## src/cmo_unused_placeholder.sv

```systemverilog
`default_nettype none
`default_nettype wire

```

## src/cmo_pkg.sv

```systemverilog
`default_nettype none
package cmo_pkg;
	// mailbox geometry and register field widths
	localparam int          NUM_MB        = 4;
	localparam int          MB_IDX_W      = 2;
	localparam int          IRQ_W         = 3;
	localparam int          OVR_REG_W     = 8;

	// register byte offsets on the apb side
	localparam logic [7:0]  OFF_OVR       = 8'h00;
	localparam logic [7:0]  OFF_TXPEND    = 8'h04;
	localparam logic [7:0]  OFF_TXCAN     = 8'h08;
	localparam logic [7:0]  OFF_CANACK    = 8'h0c;
	localparam logic [7:0]  OFF_TRANSMIT_ACKNOWLEDGE     = 8'h10;
	localparam logic [7:0]  OFF_RXPEND    = 8'h14;
	localparam logic [7:0]  OFF_RFPEND    = 8'h18;
	localparam logic [7:0]  OFF_CTRL      = 8'h1c;
	localparam logic [7:0]  OFF_IRQ_STAT  = 8'h20;
	localparam logic [7:0]  OFF_IRQ_MASK  = 8'h24;
	localparam logic [7:0]  OFF_STATE     = 8'h28;

	// field positions
	localparam int          CTRL_NART_BIT = 0;
	localparam int          IRQ_EMPTY_BIT = 0;
	localparam int          IRQ_OVR_BIT   = 1;
	localparam int          IRQ_RX_BIT    = 2;
	localparam int          STATE_FSM_LSB = 0;
	localparam int          STATE_MB_LSB  = 4;
	localparam int          STATE_ACT_BIT = 8;

	// values after reset
	localparam logic [NUM_MB-1:0] RST_FLAGS = 4'h0;
	localparam logic              RST_NART  = 1'b0;
	localparam logic [IRQ_W-1:0]  RST_MASK  = 3'h0;

	typedef logic [NUM_MB-1:0]   cmo_mb_t;
	typedef logic [MB_IDX_W-1:0] cmo_idx_t;

	// transmit sequencer, gray along recv-arb-tx-rxframe
	typedef enum logic [1:0] {
		ST_RECV = 2'b00,
		ST_ARB  = 2'b01,
		ST_TX   = 2'b11,
		ST_RXF  = 2'b10
	} cmo_state_e;
endpackage
`default_nettype wire

```

## src/cmo_regbus_if.sv

```systemverilog
`default_nettype none
interface cmo_regbus_if;
	logic        wr;
	logic [7:0]  addr;
	logic [31:0] wdata;
	logic [31:0] rdata;
	logic        hit;

	// bus side drives the request, register side answers
	modport slave (output wr, addr, wdata, input rdata, hit);
	modport regs  (input wr, addr, wdata, output rdata, hit);
endinterface
`default_nettype wire

```

## src/cmo_apb_slave.sv

```systemverilog
`default_nettype none
module cmo_apb_slave (
	input  wire logic        pclk,
	input  wire logic        presetn,
	input  wire logic        psel,
	input  wire logic        penable,
	input  wire logic        pwrite,
	input  wire logic [31:0] paddr,
	input  wire logic [31:0] pwdata,
	input  wire logic [3:0]  pstrb,
	output logic      [31:0] prdata,
	output logic             pready,
	output logic             pslverr,
	cmo_regbus_if.slave      bus
);
	typedef struct packed {
		logic [31:0] rdata;
		logic        err;
	} cmo_apb_s;

	cmo_apb_s st_r;
	cmo_apb_s st_nxt;
	logic     up_zero;

	// only the low byte of the address space is mapped
	assign up_zero   = (paddr[31:8] == 24'h000000);
	assign bus.addr  = paddr[7:0];
	assign bus.wdata = pwdata;
	// write lands at the completing access edge
	assign bus.wr    = psel & penable & pwrite & pstrb[0] & up_zero & bus.hit;

	// read data and error are captured in the setup cycle
	always_comb begin
		st_nxt = st_r;
		if (psel && !penable) begin
			st_nxt.rdata = pwrite ? 32'h00000000 : bus.rdata;
			st_nxt.err   = ~(up_zero & bus.hit);
		end
	end

	always_ff @(posedge pclk or negedge presetn) begin
		if (!presetn) begin
			st_r <= '0;
		end else begin
			st_r <= st_nxt;
		end
	end

	assign prdata  = st_r.rdata;
	assign pready  = 1'b1;
	assign pslverr = st_r.err & psel & penable;
endmodule
`default_nettype wire

```

## src/cmo_top.sv

```systemverilog
// Notes on behaviour
// (RULE_01) new message on pending mailbox flags overrun
// (RULE_02) overrun flag cleared only by writing one
// (RULE_03) overrun register upper four bits read zero
// (RULE_04) arbitration loss stops transmit, starts receiving
// (RULE_05) cancel on loss if no-retransmit or cancel-request
// (RULE_06) cancel clears pending/request, sets ack, empty irq
// (RULE_07) cancelled transmission keeps transmit-acknowledge zero
// (RULE_08) after reception, arbitrate pending and transmit winner
// (RULE_09) no pending request after reception: resume receiving
// (RULE_10) writing zero leaves overrun flag unchanged
`default_nettype none
module cmo_top (
	input  wire logic        pclk,
	input  wire logic        presetn,
	input  wire logic        psel,
	input  wire logic        penable,
	input  wire logic        pwrite,
	input  wire logic [31:0] paddr,
	input  wire logic [31:0] pwdata,
	input  wire logic [3:0]  pstrb,
	output logic      [31:0] prdata,
	output logic             pready,
	output logic             pslverr,
	output logic             irq,
	input  wire logic        rx_new,
	input  wire logic [1:0]  rx_mb,
	input  wire logic        rx_remote,
	input  wire logic        rx_done,
	input  wire logic        arb_lost,
	input  wire logic        tx_done,
	output logic             tx_start,
	output logic      [1:0]  tx_mb,
	output logic             tx_active,
	output logic             rx_mode
);
	// sequencer and software-owned control state
	typedef struct packed {
		cmo_pkg::cmo_state_e          fsm;
		cmo_pkg::cmo_idx_t            mb;
		cmo_pkg::cmo_mb_t             pend;
		cmo_pkg::cmo_mb_t             canreq;
		logic                         nart;
		logic [cmo_pkg::IRQ_W-1:0]    mask;
		logic                         start;
	} cmo_top_s;

	cmo_top_s                      st_r;
	cmo_top_s                      st_nxt;
	cmo_regbus_if                  rbus ();

	cmo_pkg::cmo_mb_t              ovr_q;
	cmo_pkg::cmo_mb_t              ack_q;
	cmo_pkg::cmo_mb_t              transmit_acknowledge_q;
	cmo_pkg::cmo_mb_t              rxp_q;
	cmo_pkg::cmo_mb_t              rfp_q;
	logic [cmo_pkg::IRQ_W-1:0]     istat_q;

	cmo_pkg::cmo_mb_t              ovr_set;
	cmo_pkg::cmo_mb_t              rxp_set;
	cmo_pkg::cmo_mb_t              rfp_set;
	cmo_pkg::cmo_mb_t              cancel_v;
	cmo_pkg::cmo_mb_t              done_v;
	logic [cmo_pkg::IRQ_W-1:0]     irq_set;

	cmo_pkg::cmo_mb_t              ovr_clr;
	cmo_pkg::cmo_mb_t              ack_clr;
	cmo_pkg::cmo_mb_t              transmit_acknowledge_clr;
	cmo_pkg::cmo_mb_t              rxp_clr;
	cmo_pkg::cmo_mb_t              rfp_clr;
	logic [cmo_pkg::IRQ_W-1:0]     istat_clr;

	cmo_pkg::cmo_mb_t              rx_dec;
	cmo_pkg::cmo_mb_t              tx_dec;
	cmo_pkg::cmo_mb_t              sw_pend_set;
	cmo_pkg::cmo_mb_t              sw_can_set;

	// lowest numbered pending mailbox wins internal arbitration
	function automatic cmo_pkg::cmo_idx_t pick_mb(input cmo_pkg::cmo_mb_t v);
		cmo_pkg::cmo_idx_t r;
		r = '0;
		for (int i = cmo_pkg::NUM_MB - 1; i >= 0; i--) begin
			if (v[i]) begin
				r = cmo_pkg::cmo_idx_t'(i);
			end
		end
		return r;
	endfunction

	// one-hot decode of a mailbox index
	function automatic cmo_pkg::cmo_mb_t onehot(input cmo_pkg::cmo_idx_t idx);
		cmo_pkg::cmo_mb_t r;
		r      = '0;
		r[idx] = 1'b1;
		return r;
	endfunction

	// write strobe qualified by register offset
	function automatic logic wr_at(input logic wr, input logic [7:0] a, input logic [7:0] off);
		return wr & (a == off);
	endfunction

	// apb protocol handling
	cmo_apb_slave u_apb (
		.pclk    (pclk),
		.presetn (presetn),
		.psel    (psel),
		.penable (penable),
		.pwrite  (pwrite),
		.paddr   (paddr),
		.pwdata  (pwdata),
		.pstrb   (pstrb),
		.prdata  (prdata),
		.pready  (pready),
		.pslverr (pslverr),
		.bus     (rbus.slave)
	);

	assign rx_dec = onehot(rx_mb);
	assign tx_dec = onehot(st_r.mb);

	// receive events mark mailboxes pending
	// (RULE_01) overrun on pending mailbox
	always_comb begin
		ovr_set = '0;
		rxp_set = '0;
		rfp_set = '0;
		if (rx_new) begin
			ovr_set = rx_dec & (rxp_q | rfp_q);
			if (rx_remote) begin
				rfp_set = rx_dec;
			end else begin
				rxp_set = rx_dec;
			end
		end
	end

	// software write-one-to-clear vectors
	// (RULE_02) clear only by one
	// (RULE_10) zero bits ignored
	assign ovr_clr   = rbus.wdata[cmo_pkg::NUM_MB-1:0] & {cmo_pkg::NUM_MB{wr_at(rbus.wr, rbus.addr, cmo_pkg::OFF_OVR)}};
	assign ack_clr   = rbus.wdata[cmo_pkg::NUM_MB-1:0] & {cmo_pkg::NUM_MB{wr_at(rbus.wr, rbus.addr, cmo_pkg::OFF_CANACK)}};
	assign transmit_acknowledge_clr = rbus.wdata[cmo_pkg::NUM_MB-1:0] & {cmo_pkg::NUM_MB{wr_at(rbus.wr, rbus.addr, cmo_pkg::OFF_TRANSMIT_ACKNOWLEDGE)}};
	assign rxp_clr   = rbus.wdata[cmo_pkg::NUM_MB-1:0] & {cmo_pkg::NUM_MB{wr_at(rbus.wr, rbus.addr, cmo_pkg::OFF_RXPEND)}};
	assign rfp_clr   = rbus.wdata[cmo_pkg::NUM_MB-1:0] & {cmo_pkg::NUM_MB{wr_at(rbus.wr, rbus.addr, cmo_pkg::OFF_RFPEND)}};
	assign istat_clr = rbus.wdata[cmo_pkg::IRQ_W-1:0] & {cmo_pkg::IRQ_W{wr_at(rbus.wr, rbus.addr, cmo_pkg::OFF_IRQ_STAT)}};

	// software request and cancel writes, one bits set, cancel bits only for pending mailboxes
	assign sw_pend_set = rbus.wdata[cmo_pkg::NUM_MB-1:0] & {cmo_pkg::NUM_MB{wr_at(rbus.wr, rbus.addr, cmo_pkg::OFF_TXPEND)}};
	assign sw_can_set  = rbus.wdata[cmo_pkg::NUM_MB-1:0] & st_r.pend
		& {cmo_pkg::NUM_MB{wr_at(rbus.wr, rbus.addr, cmo_pkg::OFF_TXCAN)}};

	// cancellation and completion per mailbox
	always_comb begin
		cancel_v = '0;
		done_v   = '0;
		case (st_r.fsm)
			cmo_pkg::ST_TX: begin
				if (arb_lost) begin
					// (RULE_05) cancel after loss
					if (st_r.nart || st_r.canreq[st_r.mb]) begin
						cancel_v = tx_dec;
					end
				end else if (tx_done) begin
					done_v = tx_dec;
				end
			end
			cmo_pkg::ST_RECV, cmo_pkg::ST_RXF: begin
				// requests not on the bus cancel at once
				cancel_v = st_r.pend & st_r.canreq;
			end
			default: begin
				cancel_v = '0;
			end
		endcase
	end

	// interrupt events
	// (RULE_06) empty irq on cancel
	always_comb begin
		irq_set                         = '0;
		irq_set[cmo_pkg::IRQ_EMPTY_BIT] = |(cancel_v | done_v);
		irq_set[cmo_pkg::IRQ_OVR_BIT]   = |ovr_set;
		irq_set[cmo_pkg::IRQ_RX_BIT]    = rx_new;
	end

	// sticky flag banks
	cmo_w1c_bank #(.W(cmo_pkg::NUM_MB)) u_ovr (
		.clk   (pclk),
		.rst_n (presetn),
		.set   (ovr_set),
		.clr   (ovr_clr),
		.q     (ovr_q)
	);

	// (RULE_06) acknowledge on cancel
	cmo_w1c_bank #(.W(cmo_pkg::NUM_MB)) u_ack (
		.clk   (pclk),
		.rst_n (presetn),
		.set   (cancel_v),
		.clr   (ack_clr),
		.q     (ack_q)
	);

	// (RULE_07) only completions acknowledge
	cmo_w1c_bank #(.W(cmo_pkg::NUM_MB)) u_transmit_acknowledge (
		.clk   (pclk),
		.rst_n (presetn),
		.set   (done_v),
		.clr   (transmit_acknowledge_clr),
		.q     (transmit_acknowledge_q)
	);

	cmo_w1c_bank #(.W(cmo_pkg::NUM_MB)) u_rxp (
		.clk   (pclk),
		.rst_n (presetn),
		.set   (rxp_set),
		.clr   (rxp_clr),
		.q     (rxp_q)
	);

	cmo_w1c_bank #(.W(cmo_pkg::NUM_MB)) u_rfp (
		.clk   (pclk),
		.rst_n (presetn),
		.set   (rfp_set),
		.clr   (rfp_clr),
		.q     (rfp_q)
	);

	cmo_w1c_bank #(.W(cmo_pkg::IRQ_W)) u_istat (
		.clk   (pclk),
		.rst_n (presetn),
		.set   (irq_set),
		.clr   (istat_clr),
		.q     (istat_q)
	);

	// register read mux and address decode
	always_comb begin
		rbus.rdata = 32'h00000000;
		rbus.hit   = 1'b1;
		case (rbus.addr)
			cmo_pkg::OFF_OVR: begin
				// (RULE_03) reserved bits zero
				rbus.rdata[cmo_pkg::OVR_REG_W-1:0] = {4'h0, ovr_q};
			end
			cmo_pkg::OFF_TXPEND: begin
				rbus.rdata[cmo_pkg::NUM_MB-1:0] = st_r.pend;
			end
			cmo_pkg::OFF_TXCAN: begin
				rbus.rdata[cmo_pkg::NUM_MB-1:0] = st_r.canreq;
			end
			cmo_pkg::OFF_CANACK: begin
				rbus.rdata[cmo_pkg::NUM_MB-1:0] = ack_q;
			end
			cmo_pkg::OFF_TRANSMIT_ACKNOWLEDGE: begin
				rbus.rdata[cmo_pkg::NUM_MB-1:0] = transmit_acknowledge_q;
			end
			cmo_pkg::OFF_RXPEND: begin
				rbus.rdata[cmo_pkg::NUM_MB-1:0] = rxp_q;
			end
			cmo_pkg::OFF_RFPEND: begin
				rbus.rdata[cmo_pkg::NUM_MB-1:0] = rfp_q;
			end
			cmo_pkg::OFF_CTRL: begin
				rbus.rdata[cmo_pkg::CTRL_NART_BIT] = st_r.nart;
			end
			cmo_pkg::OFF_IRQ_STAT: begin
				rbus.rdata[cmo_pkg::IRQ_W-1:0] = istat_q;
			end
			cmo_pkg::OFF_IRQ_MASK: begin
				rbus.rdata[cmo_pkg::IRQ_W-1:0] = st_r.mask;
			end
			cmo_pkg::OFF_STATE: begin
				rbus.rdata[cmo_pkg::STATE_FSM_LSB+1:cmo_pkg::STATE_FSM_LSB] = st_r.fsm;
				rbus.rdata[cmo_pkg::STATE_MB_LSB+1:cmo_pkg::STATE_MB_LSB]   = st_r.mb;
				rbus.rdata[cmo_pkg::STATE_ACT_BIT]                          = (st_r.fsm == cmo_pkg::ST_TX);
			end
			default: begin
				rbus.hit = 1'b0;
			end
		endcase
	end

	// transmit sequencer and control registers
	always_comb begin
		st_nxt       = st_r;
		st_nxt.start = 1'b0;
		// completed or cancelled requests leave, new ones join
		// (RULE_06) clear pending and request
		st_nxt.pend   = (st_r.pend & ~(cancel_v | done_v)) | sw_pend_set;
		st_nxt.canreq = (st_r.canreq & ~(cancel_v | done_v)) | sw_can_set;
		if (wr_at(rbus.wr, rbus.addr, cmo_pkg::OFF_CTRL)) begin
			st_nxt.nart = rbus.wdata[cmo_pkg::CTRL_NART_BIT];
		end
		if (wr_at(rbus.wr, rbus.addr, cmo_pkg::OFF_IRQ_MASK)) begin
			st_nxt.mask = rbus.wdata[cmo_pkg::IRQ_W-1:0];
		end
		case (st_r.fsm)
			cmo_pkg::ST_RECV: begin
				if (|(st_r.pend & ~st_r.canreq)) begin
					st_nxt.fsm = cmo_pkg::ST_ARB;
				end
			end
			cmo_pkg::ST_ARB: begin
				// (RULE_08) pick and send winner
				if (|(st_r.pend & ~st_r.canreq)) begin
					st_nxt.mb    = pick_mb(st_r.pend & ~st_r.canreq);
					st_nxt.start = 1'b1;
					st_nxt.fsm   = cmo_pkg::ST_TX;
				end else begin
					st_nxt.fsm = cmo_pkg::ST_RECV;
				end
			end
			cmo_pkg::ST_TX: begin
				// (RULE_04) loss turns to reception
				if (arb_lost) begin
					st_nxt.fsm = cmo_pkg::ST_RXF;
				end else if (tx_done) begin
					st_nxt.fsm = cmo_pkg::ST_RECV;
				end
			end
			cmo_pkg::ST_RXF: begin
				if (rx_done) begin
					// (RULE_08) arbitrate after reception
					// (RULE_09) else back to receiving
					if (|(st_nxt.pend & ~st_nxt.canreq)) begin
						st_nxt.fsm = cmo_pkg::ST_ARB;
					end else begin
						st_nxt.fsm = cmo_pkg::ST_RECV;
					end
				end
			end
			default: begin
				st_nxt.fsm = cmo_pkg::ST_RECV;
			end
		endcase
	end

	always_ff @(posedge pclk or negedge presetn) begin
		if (!presetn) begin
			st_r.fsm    <= cmo_pkg::ST_RECV;
			st_r.mb     <= '0;
			st_r.pend   <= cmo_pkg::RST_FLAGS;
			st_r.canreq <= cmo_pkg::RST_FLAGS;
			st_r.nart   <= cmo_pkg::RST_NART;
			st_r.mask   <= cmo_pkg::RST_MASK;
			st_r.start  <= 1'b0;
		end else begin
			st_r <= st_nxt;
		end
	end

	// outputs toward the bit engine and the cpu
	assign tx_start  = st_r.start;
	assign tx_mb     = st_r.mb;
	assign tx_active = (st_r.fsm == cmo_pkg::ST_TX);
	assign rx_mode   = (st_r.fsm != cmo_pkg::ST_TX);
	assign irq       = |(istat_q & st_r.mask);
endmodule
`default_nettype wire

```

## src/cmo_w1c_bank.sv

```systemverilog
`default_nettype none
module cmo_w1c_bank #(
	parameter int W = 4
) (
	input  wire logic         clk,
	input  wire logic         rst_n,
	input  wire logic [W-1:0] set,
	input  wire logic [W-1:0] clr,
	output logic      [W-1:0] q
);
	typedef struct packed {
		logic [W-1:0] flags;
	} cmo_w1c_s;

	cmo_w1c_s st_r;
	cmo_w1c_s st_nxt;

	// clear by one, a same-cycle event wins over the clear
	always_comb begin
		st_nxt       = st_r;
		st_nxt.flags = (st_r.flags & ~clr) | set;
	end

	always_ff @(posedge clk or negedge rst_n) begin
		if (!rst_n) begin
			st_r <= '0;
		end else begin
			st_r <= st_nxt;
		end
	end

	assign q = st_r.flags;
endmodule
`default_nettype wire

```

## config.mk

```make
export PLATFORM = sky130hd
export DESIGN_NAME = cmo_top
export DESIGN_NICKNAME = d
export VERILOG_FILES = /design/src/cmo_unused_placeholder.sv /design/src/cmo_pkg.sv /design/src/cmo_regbus_if.sv /design/src/cmo_apb_slave.sv /design/src/cmo_top.sv /design/src/cmo_w1c_bank.sv
export SDC_FILE = /design/constraint.sdc
export NUM_CORES = 1
export LEC_CHECK = 0
export BUFFER_PORTS_ARGS = -buffer_cell sky130_fd_sc_hd__buf_2
export CAP_MARGIN = 5
export CORE_UTILIZATION = 40
export CTS_CLUSTER_SIZE = 14
export DETAILED_ROUTE_END_ITERATION = 16
export PLACE_DENSITY = 0.65
export SYNTH_ARGS = -nofsm -noshare
export SYNTH_HDL_FRONTEND = slang
export SYNTH_HIERARCHICAL = 1
export SYNTH_SLANG_ARGS = --single-unit
```

## constraint.sdc

```tcl
create_clock -name pclk -period 2 [get_ports pclk]
set_input_delay 0.4 -clock pclk [delete_from_list [all_inputs] [get_ports pclk]]
set_output_delay 0.4 -clock pclk [all_outputs]
set_load 0.005 [all_outputs]
```

==> results by group <==
Die
  – # rows: 38
  – Vertical die dimension: around 110 µm
  – Number of ports placed on the die boundary: between 100 and 150
  – Area of the core: between 0.01 and 0.015 mm²
  – Die Width: 108 µm
  – Starting density of the core: 0.413
  – Area enclosed by the die boundary: between 0.01 and 0.015 mm²

Yosys
  – Synthesized area divided by synthesized cell count: 8.74 µm²
  – Post-synthesis instance area: between 0.004 and 0.005 mm²
  – Gate count after technology mapping: roughly 520
  – Total number of yosys warnings: 6

Drt
  – Initial DRC count: approximately 250
  – Number of remaining DRC errors: 0
  – DRT Wirelength: 11.6 mm
  – Routed wire length per instance: roughly 15 µm
  – Via count of the routed design: 3945
  – Vias per Instance: between 5 and 6
  – First-pass iteration count of the detailed router: 5
  – Number of antenna-violating nets in the routed design: 0

Final layout
  – Layout area overhead: 23.7%
  – Diode count: 0
  – Fraction of layout instances using a drive strength above 1: 0.325
  – Most frequent cells in the layout: 84 x buf_2, 73 x dfrtp_1, 64 x nand2_1
  – Post-route non-filler standard cell count: ~770
  – Most common cell after layout, fill and taps aside: buf_2
  – Layout fillers: approximately 1000
  – Fin nets: 703

Timing
  – Slew Limit Headroom: 0.607
  – Final critical-path setup slack: -130 ps
  – Pins Over Slew Limit: 0
  – Highest attainable clock frequency: between 0.4 and 0.5 GHz
  – Setup repair after global routing missed its margin: yes
  – Setup TNS Final: -425 ps
  – Final hold violation count: 0
  – Ratio of final minimum period to clock period: 1.07
  – Worst Skew: between 10 and 15 ps
  – Minimum clock period: roughly 2100 ps
  – Setup-failing EPs final: 5
  – Actual transition at the worst max-transition pin: ~590 ps
  – Smallest hold slack: around 54 ps

Critical path
  – Signal arrival time at the worst endpoint: 2400 ps
  – R2R Setup Slk: -70 ps
  – Worst Setup Path Type: in -> reg
  – Setup crit end: st_r[15]$_DFFE_PN0P_
  – Biggest fanout along the worst timing path: 4
  – Critical path launch point: paddr[1]
  – Capture point of the worst reg-to-reg path: st_r[15]$_DFFE_PN0P_
  – Beginning of the worst register-to-register path: tx_mb[0]$_DFFE_PN0P_
  – Endpoint type of the worst setup path: flip-flop
  – FF-to-FF path depth: 6
  – Required time at the worst-slack endpoint: between 2000 and 2500 ps
  – Startpoint type of the worst setup path: primary input

Clock tree
  – Clock input transition at the sequential cells of the worst setup and hold paths: approximately 80 ps
  – # H-tree levels: 3
  – Number of hold buffers added after cts: 0
  – Number of sinks on the clock net: 73
  – Cell chosen for the clock root: clkbuf_8
  – Worst skew pair latency: 350 ps
  – CTS buffer count: 9
  – CTS tree: built
  – Maximum buffer depth of the clock tree: 2

Power
  – Design Power: between 3000 and 4000 µW
  – P_sw: between 800 and 900 µW
  – Combinational fraction of design power: 0.117
  – Fraction of power consumed by sequential logic: 0.480
  – Clock power frac: 0.403
  – Worst IR Drop VDD: about 0.33 mV
  – Power density over the cells: 590 mW/mm²
  – Leakage power: roughly 0.0026 µW
  – Power Internal: 2430 µW
  – Switching share of total power: 0.261

Place
  – Dpl ws: -558 ps
  – Number of buffers added on ports: 87
  – Detailed placement HPWL: roughly 8.6 mm
  – Number of placed cells counting well taps: about 750
  – Placer's final routability congestion estimate: around 0.9

GRT
  – Number of antenna violations at the first check in global routing: 0
  – Largest net degree at the start of global routing: between 70 and 80
  – Via count of the first global-routing pass: between 3000 and 4000
  – GR Overflow Total: 0
  – Total routing usage reported by global routing: 0.207
  – Wire length of the first global-routing pass: approximately 19 mm

Min path
  – Path class of the lowest-slack min-delay path: in -> async

Run status
  – Result of the run: finished with violations
  – Violations in the final reports: negative setup slack

Job
  – Maximum Capacitance Violations: 0
## worst max-delay path, stage by stage
cell,delay [ps]
buf_8,100
nor2_4,110
nand2_2,60
a21oi_2,90
nor4b_2,190
nand4_1,200
nor3_4,230
inv_2,110
nor3_4,260
nand2_1,120
buf_4,150
mux2i_1,130
a2111oi_1,70
a31oi_1,180
## per-stage QoR
stage           util  instance area, µm²
2_1_floorplan      -                4660
3_3_place_gp   0.473                5150
3_5_place_dp   0.473                5150
4_1_cts        0.504                5490
5_1_grt        0.511                5570
6_report       0.511                5570
## final cells by class
cell class / instances / area [µm²] / area share
clock buffers: 9 / 124 / 0.0223
clock inverters: 7 / 103 / 0.0184
flip-flops and latches: 73 / 1830 / 0.328
repair buffers: 139 / 876 / 0.157
well taps: 140 / 175 / 0.0315
multi-input cells: 368 / 2340 / 0.421
inverters: 32 / 120 / 0.0216
## worst min-delay path by stage
stage	startpoint	end	slack (ps)	depth (start not counted)
after CTS	presetn	u_apb/prdata[11]$_DFFE_PN0P_	90	2
after global placement	presetn	u_apb/prdata[11]$_DFFE_PN0P_	460	2
after detailed placement	presetn	u_apb/prdata[11]$_DFFE_PN0P_	460	2
after global routing	presetn	u_apb/prdata[11]$_DFFE_PN0P_	70	2
final	presetn	u_apb/prdata[12]$_DFFE_PN0P_	50	2
after floorplan	presetn	st_r[10]$_DFF_PN0_	100	0
## power groups by stage
stage / Sequential, µW / Combinational, µW / Clock (µW)
final: 1570 / 385 / 1320
after global routing: 1580 / 435 / 1430
after CTS: 1570 / 380 / 1360
after detailed placement: 1600 / 372 / 0
after global placement: 1600 / 365 / 0
after floorplan: 1590 / 270 / 0
## what timing repair did
action | in CTS | in global routing
buffers inserted | 4 | 3
endpoints found under the hold margin | 0 | 0
pin swaps | 4 | 6
endpoints found under the setup margin | 14 | 31
gates resized for setup | 18 | 23
## sequential cells by signal, summed over array words and instances (netlist names)
signal	cells
u_ack/q	4
tx_start	1
u_istat/q	3
u_ovr/q	4
tx_mb	2
u_apb/prdata	32
u_transmit_acknowledge/q	4
u_rfp/q	4
u_apb/st_r	1
u_rxp/q	4
st_r	14
## per-layer routing
layer  vias to the layer above  share of wire  track usage
met3                        20          0.046       0.0350
met5                         -              0            0
met1                      1885           0.46        0.263
li1                       1912              -            -
met4                         0          0.017       0.0607
met2                       128           0.48        0.359
No activity file was read; power rests on OpenSTA's default activity.
